<file path="config.mk">
export PLATFORM = sky130hd
export DESIGN_NAME = esr_port
export DESIGN_NICKNAME = d
export VERILOG_FILES = /design/src/hw/esr_glitch_filter.v /design/src/hw/esr_port.v
export VERILOG_INCLUDE_DIRS = /design/src /design/src/inc
export SDC_FILE = /design/constraint.sdc
export NUM_CORES = 1
export LEC_CHECK = 0
export ABC_AREA = 0
export BUFFER_PORTS_ARGS = -buffer_cell sky130_fd_sc_hd__buf_2
export CAP_MARGIN = 10
export CORE_ASPECT_RATIO = 0.9
export CORE_UTILIZATION = 59
export DETAILED_ROUTE_END_ITERATION = 6
export GPL_TIMING_DRIVEN = 1
export PLACE_DENSITY = 0.8
export SYNTH_ARGS = -nofsm -noshare
export SYNTH_HDL_FRONTEND = slang
export SYNTH_HIERARCHICAL = 1
export SYNTH_SLANG_ARGS = --single-unit
</file>
<file path="constraint.sdc">
create_clock -name core_clk -period 2.45 [get_ports core_clk]
set_input_delay 0 -clock core_clk [delete_from_list [all_inputs] [get_ports core_clk]]
set_output_delay 0 -clock core_clk [all_outputs]
set_load 0.02 [all_outputs]
</file>
<file path="src/inc/esr_consts.vh">
/*
 * Constants for the serial EEPROM port recovery and protection logic.
 * Assumes a 10 MHz core clock; all times are turned into cycles here.
 */
// What the document requires
// RL1: Controller resets port: start, nine clocks, start.
// RL2: Controller releases data during dummy clocks.
// RL3: Device may drive ack or data then.
// RL4: Reset sequence ignored during internal write.
// RL5: Power-on reset blocks array writes.
// RL6: Controller holds data high at power rise.
// RL7: Controller keeps lines from floating at power-up.
// RL8: Low data at power-up: drive both high.
// RL9: Floated lines at power-up: run software reset.
// RL10: Both faults: lines high, then software reset.
// RL11: Pulses of 100ns or less filtered out.
// RL12: Write-protect high refuses array writes.
// RL13: Controller holds write-protect start through stop.
// RL14: No write cycle start at low supply.
// RL15: Start is data fall with clock high.
// RL16: Reads unaffected by write-protect.
// RL17: No ack to write address while busy.
// RL18: Address counter cleared at power-on.
// RL19: Software reset abandons partial command.
// RL20: Write-protect high anytime in transfer suppresses write.
`ifndef ESR_CONSTS_VH
`define ESR_CONSTS_VH

`define ESR_CLK_MHZ     10
`define ESR_FILT_NS     100
`define ESR_FILT_CYC    ((`ESR_FILT_NS * `ESR_CLK_MHZ) / 1000 + 1)
`define ESR_POR_NS      100000
`define ESR_POR_CYC     ((`ESR_POR_NS * `ESR_CLK_MHZ) / 1000)
`define ESR_WC_CYC      50000
`define ESR_DEV_CODE    4'ha
`define ESR_BIT_ACK     4'h8
`define ESR_BIT_LAST    4'h7
`define ESR_PAGE_MSB    7
`define ESR_ADDR_RST    16'h0000

`endif

</file>
<file path="src/hw/esr_glitch_filter.v">
/*
 * Two-flop synchroniser and pulse filter for one pin.
 * Assumes the pin is asynchronous to core_clk.
 */
`timescale 1ns/1ps
`default_nettype none
`include "esr_consts.vh"

module esr_glitch_filter (
	// Clock and reset
	input  wire       core_clk,
	input  wire       rst_b,
	input  wire       ce,
	// Pin and clean level
	input  wire       pin,
	output reg        level
);

	reg        sync1;
	reg        sync2;
	reg  [2:0] cnt;

	localparam integer FILT_LAST = `ESR_FILT_CYC - 1;

	// Level only follows after the change has held FILT_CYC samples
	always @(posedge core_clk) begin
		if (!rst_b) begin
			sync1 <= 1'b1;
			sync2 <= 1'b1;
			cnt   <= 3'h0;
			level <= 1'b1;
		end else if (ce) begin
			sync1 <= pin;
			sync2 <= sync1;
			if (sync2 == level) begin
				cnt <= 3'h0;
			end else if ({29'h0, cnt} == FILT_LAST) begin
				cnt   <= 3'h0;
				level <= sync2; // [RL11]
			end else begin
				cnt <= cnt + 3'h1;
			end
		end
	end

endmodule
`default_nettype wire

</file>
<file path="src/hw/esr_port.v">
/*
 * Serial EEPROM two-wire port: start/stop detection, address and data
 * byte engine, software reset recovery, write-protect and supply gating,
 * power-on write blocking and internal write cycle timing.
 * Assumes the memory array sits outside, reads combinationally at
 * rd_addr and takes wdat bytes into a page buffer committed by wr_commit.
 */
`timescale 1ns/1ps
`default_nettype none
`include "esr_consts.vh"

module esr_port #(
	parameter WC_CYCLES = `ESR_WC_CYC
) (
	// Clock and reset
	input  wire        core_clk,
	input  wire        rst_b,
	input  wire        ce,
	// Serial pins
	input  wire        scl_in,
	input  wire        sda_in,
	output reg         sda_out,
	output reg         sda_oe_b,
	// Straps, protection and supply monitor
	input  wire [2:0]  strap_in,
	input  wire        wp_in,
	input  wire        supply_low_in,
	// Memory array side
	output reg  [15:0] rd_addr,
	input  wire [7:0]  rd_data,
	output reg         wdat_valid,
	output reg  [15:0] wdat_addr,
	output reg  [7:0]  wdat,
	output reg         wr_commit,
	output reg         wr_abort,
	output reg         wr_busy,
	output reg         por_busy
);

	// ****************************************
	// States
	// ****************************************
	localparam [5:0] ST_IDLE  = 6'h01;
	localparam [5:0] ST_DEV   = 6'h02;
	localparam [5:0] ST_ADRHI = 6'h04;
	localparam [5:0] ST_ADRLO = 6'h08;
	localparam [5:0] ST_WDATA = 6'h10;
	localparam [5:0] ST_RDATA = 6'h20;

	wire        scl_f;
	wire        sda_f;
	reg         scl_d;
	reg         sda_d;
	reg  [2:0]  strap_s1;
	reg  [2:0]  strap_s;
	reg         wp_s1;
	reg         wp_s;
	reg         low_s1;
	reg         low_s;
	reg  [5:0]  state;
	reg  [3:0]  bit_cnt;
	reg  [7:0]  shreg;
	reg  [7:0]  out_byte;
	reg  [7:0]  addr_hi;
	reg         rd_dir;
	reg         acking;
	reg         mst_ack;
	reg         got_data;
	reg         wp_seen;
	reg  [15:0] por_cnt;
	reg  [15:0] wc_cnt;
	reg         dev_match;
	reg         write_ok;
	reg         seen_rise;
	wire [3:0]  tx_idx = `ESR_BIT_LAST - 4'h1 - bit_cnt;

	localparam integer POR_LAST = `ESR_POR_CYC - 1;
	localparam integer WC_LAST  = WC_CYCLES - 1;

	esr_glitch_filter u_scl_filt (
		.core_clk (core_clk),
		.rst_b    (rst_b),
		.ce       (ce),
		.pin      (scl_in),
		.level    (scl_f)
	);

	esr_glitch_filter u_sda_filt (
		.core_clk (core_clk),
		.rst_b    (rst_b),
		.ce       (ce),
		.pin      (sda_in),
		.level    (sda_f)
	);

	// ****************************************
	// Bus events
	// ****************************************
	wire scl_rise = scl_f & ~scl_d;
	wire scl_fall = ~scl_f & scl_d;
	wire start_ev = scl_f & scl_d & sda_d & ~sda_f; // [RL15]
	wire stop_ev  = scl_f & scl_d & ~sda_d & sda_f;

	always @* begin
		dev_match = (shreg[7:4] == `ESR_DEV_CODE) && (shreg[3:1] == strap_s);
		// Any one of these vetoes the internal write cycle
		write_ok  = ~wp_seen & ~low_s & ~por_busy & ~wr_busy; // [RL12] [RL14] [RL5]
	end

	// ****************************************
	// Synchronisers and power-on block
	// ****************************************
	always @(posedge core_clk) begin
		if (!rst_b) begin
			scl_d    <= 1'b1;
			sda_d    <= 1'b1;
			strap_s1 <= 3'h0;
			strap_s  <= 3'h0;
			wp_s1    <= 1'b1;
			wp_s     <= 1'b1;
			low_s1   <= 1'b1;
			low_s    <= 1'b1;
			por_cnt  <= 16'h0000;
			por_busy <= 1'b1;
		end else if (ce) begin
			scl_d    <= scl_f;
			sda_d    <= sda_f;
			strap_s1 <= strap_in;
			strap_s  <= strap_s1;
			wp_s1    <= wp_in;
			wp_s     <= wp_s1;
			low_s1   <= supply_low_in;
			low_s    <= low_s1;
			// Writes stay blocked until the supply has had time to settle
			if ({16'h0000, por_cnt} == POR_LAST) begin
				por_busy <= 1'b0; // [RL5]
			end else begin
				por_cnt <= por_cnt + 16'h0001;
			end
		end
	end

	// ****************************************
	// Internal write cycle timer
	// ****************************************
	always @(posedge core_clk) begin
		if (!rst_b) begin
			wc_cnt  <= 16'h0000;
			wr_busy <= 1'b0;
		end else if (ce) begin
			if (wr_commit) begin
				wr_busy <= 1'b1;
				wc_cnt  <= 16'h0000;
			end else if (wr_busy) begin
				if ({16'h0000, wc_cnt} == WC_LAST) begin
					wr_busy <= 1'b0;
				end else begin
					wc_cnt <= wc_cnt + 16'h0001;
				end
			end
		end
	end

	// ****************************************
	// Byte engine
	// ****************************************
	always @(posedge core_clk) begin
		if (!rst_b) begin
			state      <= ST_IDLE;
			bit_cnt    <= 4'h0;
			shreg      <= 8'h00;
			out_byte   <= 8'h00;
			addr_hi    <= 8'h00;
			rd_dir     <= 1'b0;
			acking     <= 1'b0;
			mst_ack    <= 1'b0;
			got_data   <= 1'b0;
			seen_rise  <= 1'b0;
			wp_seen    <= 1'b0;
			rd_addr    <= `ESR_ADDR_RST; // [RL18]
			sda_out    <= 1'b0;
			sda_oe_b   <= 1'b1;
			wdat_valid <= 1'b0;
			wdat_addr  <= 16'h0000;
			wdat       <= 8'h00;
			wr_commit  <= 1'b0;
			wr_abort   <= 1'b0;
		end else if (ce) begin
			wdat_valid <= 1'b0;
			wr_commit  <= 1'b0;
			wr_abort   <= 1'b0;
			// Protect level is watched over the whole transfer, not sampled once
			if (start_ev) begin
				wp_seen <= wp_s; // [RL20]
			end else if (wp_s) begin
				wp_seen <= 1'b1; // [RL20]
			end
			if (start_ev) begin
				// A start drops whatever was half received; this is what
				// makes start + nine clocks + start a port reset
				state    <= ST_DEV; // [RL19] [RL1]
				bit_cnt  <= 4'h0;
				got_data <= 1'b0;
				seen_rise <= 1'b0;
				sda_oe_b <= 1'b1;
			end else if (stop_ev) begin
				state    <= ST_IDLE;
				sda_oe_b <= 1'b1;
				if (state == ST_WDATA && got_data && !wr_busy) begin
					if (write_ok) begin
						wr_commit <= 1'b1;
					end else begin
						wr_abort <= 1'b1; // [RL12] [RL14]
					end
				end
			end else if (state != ST_IDLE) begin
				if (scl_rise) begin
					seen_rise <= 1'b1;
					if (bit_cnt < `ESR_BIT_ACK) begin
						shreg <= {shreg[6:0], sda_f};
					end else begin
						mst_ack <= ~sda_f;
					end
				end
				// The clock fall that closes a start carries no bit
				if (scl_fall && seen_rise) begin
					if (bit_cnt < `ESR_BIT_LAST) begin
						bit_cnt <= bit_cnt + 4'h1;
						if (state == ST_RDATA) begin
							sda_oe_b <= out_byte[tx_idx[2:0]];
						end
					end else if (bit_cnt == `ESR_BIT_LAST) begin
						bit_cnt <= `ESR_BIT_ACK;
						case (state)
							ST_DEV: begin
								// Busy part stays silent so polling sees a nack
								acking <= dev_match & ~wr_busy; // [RL17] [RL4]
								rd_dir <= shreg[0];
								sda_oe_b <= ~(dev_match & ~wr_busy); // [RL3]
							end
							ST_RDATA: begin
								acking   <= 1'b0;
								sda_oe_b <= 1'b1;
							end
							default: begin
								acking   <= 1'b1;
								sda_oe_b <= 1'b0;
							end
						endcase
					end else begin
						bit_cnt  <= 4'h0;
						sda_oe_b <= 1'b1;
						case (state)
							ST_DEV: begin
								if (!acking) begin
									state <= ST_IDLE;
								end else if (rd_dir) begin
									// Reads ignore write-protect entirely
									state    <= ST_RDATA; // [RL16]
									out_byte <= rd_data;
									sda_oe_b <= rd_data[7];
									rd_addr  <= rd_addr + 16'h0001;
								end else begin
									state <= ST_ADRHI;
								end
							end
							ST_ADRHI: begin
								addr_hi <= shreg;
								state   <= ST_ADRLO;
							end
							ST_ADRLO: begin
								rd_addr <= {addr_hi, shreg};
								state   <= ST_WDATA;
							end
							ST_WDATA: begin
								got_data   <= 1'b1;
								wdat_valid <= 1'b1;
								wdat_addr  <= rd_addr;
								wdat       <= shreg;
								// Page write wraps inside the 128-byte page
								rd_addr <= {rd_addr[15:`ESR_PAGE_MSB],
									rd_addr[`ESR_PAGE_MSB-1:0] + 7'h01};
							end
							ST_RDATA: begin
								if (mst_ack) begin
									out_byte <= rd_data;
									sda_oe_b <= rd_data[7];
									rd_addr  <= rd_addr + 16'h0001;
								end else begin
									state <= ST_IDLE;
								end
							end
							default: begin
								state <= ST_IDLE;
							end
						endcase
					end
				end
			end
		end
	end

endmodule
`default_nettype wire

</file>
==> results.ini <==
[outcome]
status=complete, no violations

[placed_design]
routabilityCongestion=0.927
dp.cells=955
dp_hpwl_um=10700
numPortBuffers=63

[critical_path]
critical-path-slowest-cell=or4_1
worstSetupPathType=reg2reg
path_buf_inv=0
startpoint=state[0]
crit_fanout=14
slowest_delay_ps=590
start_kind=register
r2r-start=state[0]
cp.required_ps=2790
crit_family=simple AND/OR/NAND/NOR gates
end_kind=register
cp.arrival_ps=2590
crit_chain=or4_1, a21o_1, a211o_1, or3_1, a31oi_1

[cells_and_area]
drive_gt1_share_pct=15.3
area_growth_pct=19.4
final_nets=860
layout_commonest_cell=dfxtp_1
antenna_cells=0
final_cell_mix=dfxtp_1 (142), nand2_1 (112), nor2_1 (67)
finalNonFillerCells=1002

[global_routing]
grt_max_degree=95
grt_util_met3_pct=6.88
grtUsageMet2_pct=46.5
grt_use_met1_pct=37.9
grt_usage_pct=28.7
antenna_found_initial=0
grt_pass1_wl_um=26100
grt-ovfl-total=0
grt_pass1_vias=5318
busiest_layer=met2

[yosys]
async_reset_ff_share_pct=0
synth-edff-count=0
synth_seq_area_share_pct=43.0
ys.warnings.count=6
yosys.area.top_type=dfxtp_1
ys.flop_type=dfxtp_1
synth_top_area_share_pct=43.0
synth.top_cells.by_area=dfxtp_1 (43%), mux2i_1 (7.1%), nand2_1 (6.4%)
postSynthCellCount=764
syn_nets=786
synth_cell_type_count=74
synth_area_mm2=0.00661
ys_ff_latch=142
avgSynthCellArea_um2=8.66

[clock_tree]
cts_max_level=4
cts_setup_buffers=0
clk_pin_slew_worst_paths_ps=60
cts_num_sinks=142
clock_path_buffers=2
clk_latency_ps=420
ctsRootBufferMaster=clkbuf_16
numCtsBuffers=17
cts_tree=built

[floorplanning]
num_io_pins=65
die_y_um=102
row_count=36
die_area_mm2=0.0116
core_area_mm2=0.0109
initial_core_util_pct=60.9
fp.dieW_um=114

[routing]
wire_per_inst_um=16.1
vias=5959
viasPerCell=5.95
drt_iter0_drc=482
drt-pass1-iter-count=5
wl_um=16200
ant_nets=0
route.detailed.drc=0

[sta]
hold_violations=0
timing.fmax_ghz=0.445
slew_headroom_pct=33.8
worst_pin_slew_ps=993
rsz0062_at_grt=no
clock_skew_ps=10.9
setup_violations=0
min_period_ps=2250
fin_crit_sh_pct=91.8
drv_slew=0
tns_ps=0

[power]
power.density_mw_per_mm2=677
clockPowerShare_pct=53.6
p_sw_w=0.00106
p_comb_share_pct=2.7
p_int_w=0.00429
ir_drop_v=0.000517
p_leak_nw=2.93
switching_share_pct=19.7
seqPwrFrac_pct=43.8

[run]
maxCapViolCount=0

[hold_path]
hold_class=in2reg
min_from=rst_b

cell families (layout without fill, tap and decap cells):
family | after synthesis | count (layout) | synth area share (%)
other cells | 1 | 1 | 0.0567
flops | 142 | 142 | 43.0
simple gates | 321 | 321 | 25.0
buf+inv | 53 | 139 | 3.50
fa+ha+maj | 4 | 4 | 0.757
mux | 50 | 50 | 7.96
xor+xnor | 31 | 31 | 4.11
compound gates | 162 | 162 | 15.6
synth_stat cells, drive strengths merged, types with 7 or more instances:
cell / n
buf: 22
dfxtp: 142
nor4: 12
nor2: 67
xor2: 26
or3: 7
or4: 9
nand3: 25
o211ai: 8
and2: 10
a21oi: 64
o21ai: 26
nor3: 10
nand2b: 8
nand2: 112
inv: 10
nand4: 15
mux2i: 47
clkbuf: 21
o31ai: 9
nor2b: 9
stage by stage:
step	util (%)	power, W	cell area (um2)	hold slack (ps)	setup slack, ps
after global placement	65.1	0.00251	7070	217	306
after detailed placement	65.1	0.00251	7070	236	233
after floorplan	-	0.00247	6610	61.9	471
final	72.7	0.00535	7890	64.9	201
after global routing	72.7	0.00550	7890	69.1	91.9
after CTS	72.7	0.00537	7890	47.7	191
sequential cells by signal (all words and copies together) (netlist names), 3 cells and up:
register        count
por_cnt            16
rd_addr            16
wc_cnt             16
wdat_addr          16
addr_hi             8
out_byte            8
shreg               8
wdat                8
state               6
bit_cnt             4
strap_s1            3
strap_s             3
u_scl_filt/cnt      3
u_sda_filt/cnt      3
metal layers:
| layer | routed length (um) | vias to the layer above |
|---|---|---|
| li1 | - | 2907 |
| met1 | 7270 | 2843 |
| met2 | 7770 | 185 |
| met3 | 885 | 24 |
| met4 | 244 | 0 |
| met5 | 0 | - |
what timing repair did:
item	in CTS	in global routing
hold buffers	16	0
setup endpoints to repair	0	1
hold endpoints to repair	17	0
resized for setup	0	1
area by class of cell:
type,count,area (um2)
clock buffer,21,480
sequential,142,2840
clock inverter,10,184
multi-input combinational,569,3540
tap,152,190
fill,825,2960
inverter,10,37.5
timing repair buffer,98,618
path summary, 6_finish.rpt:
path | to | slack, ps | cells past startpoint
setup / recovery | rd_addr[0] | 200 | 5
hold / removal | state[4] | 60 | 5
hold reg to reg | wdat_addr[11] | 450 | 2
setup reg to reg | rd_addr[0] | 200 | 5
tightest hold or removal path: stages:
cell and delay, ps:
buf_2 140, inv_2 60, a31oi_1 90, nand3_1 100
nand2_1 50
power groups by stage:
stage,sequential [W],clock [W],combinational [W]
finish,0.00234,0.00286,0.000144
global route,0.00234,0.00300,0.000157
CTS,0.00234,0.00288,0.000142
detailed placement,0.00239,0,0.000122
global placement,0.00239,0,0.000118
floorplan,0.00238,0,0.0000838
No activity file was read; power rests on OpenSTA's default activity.
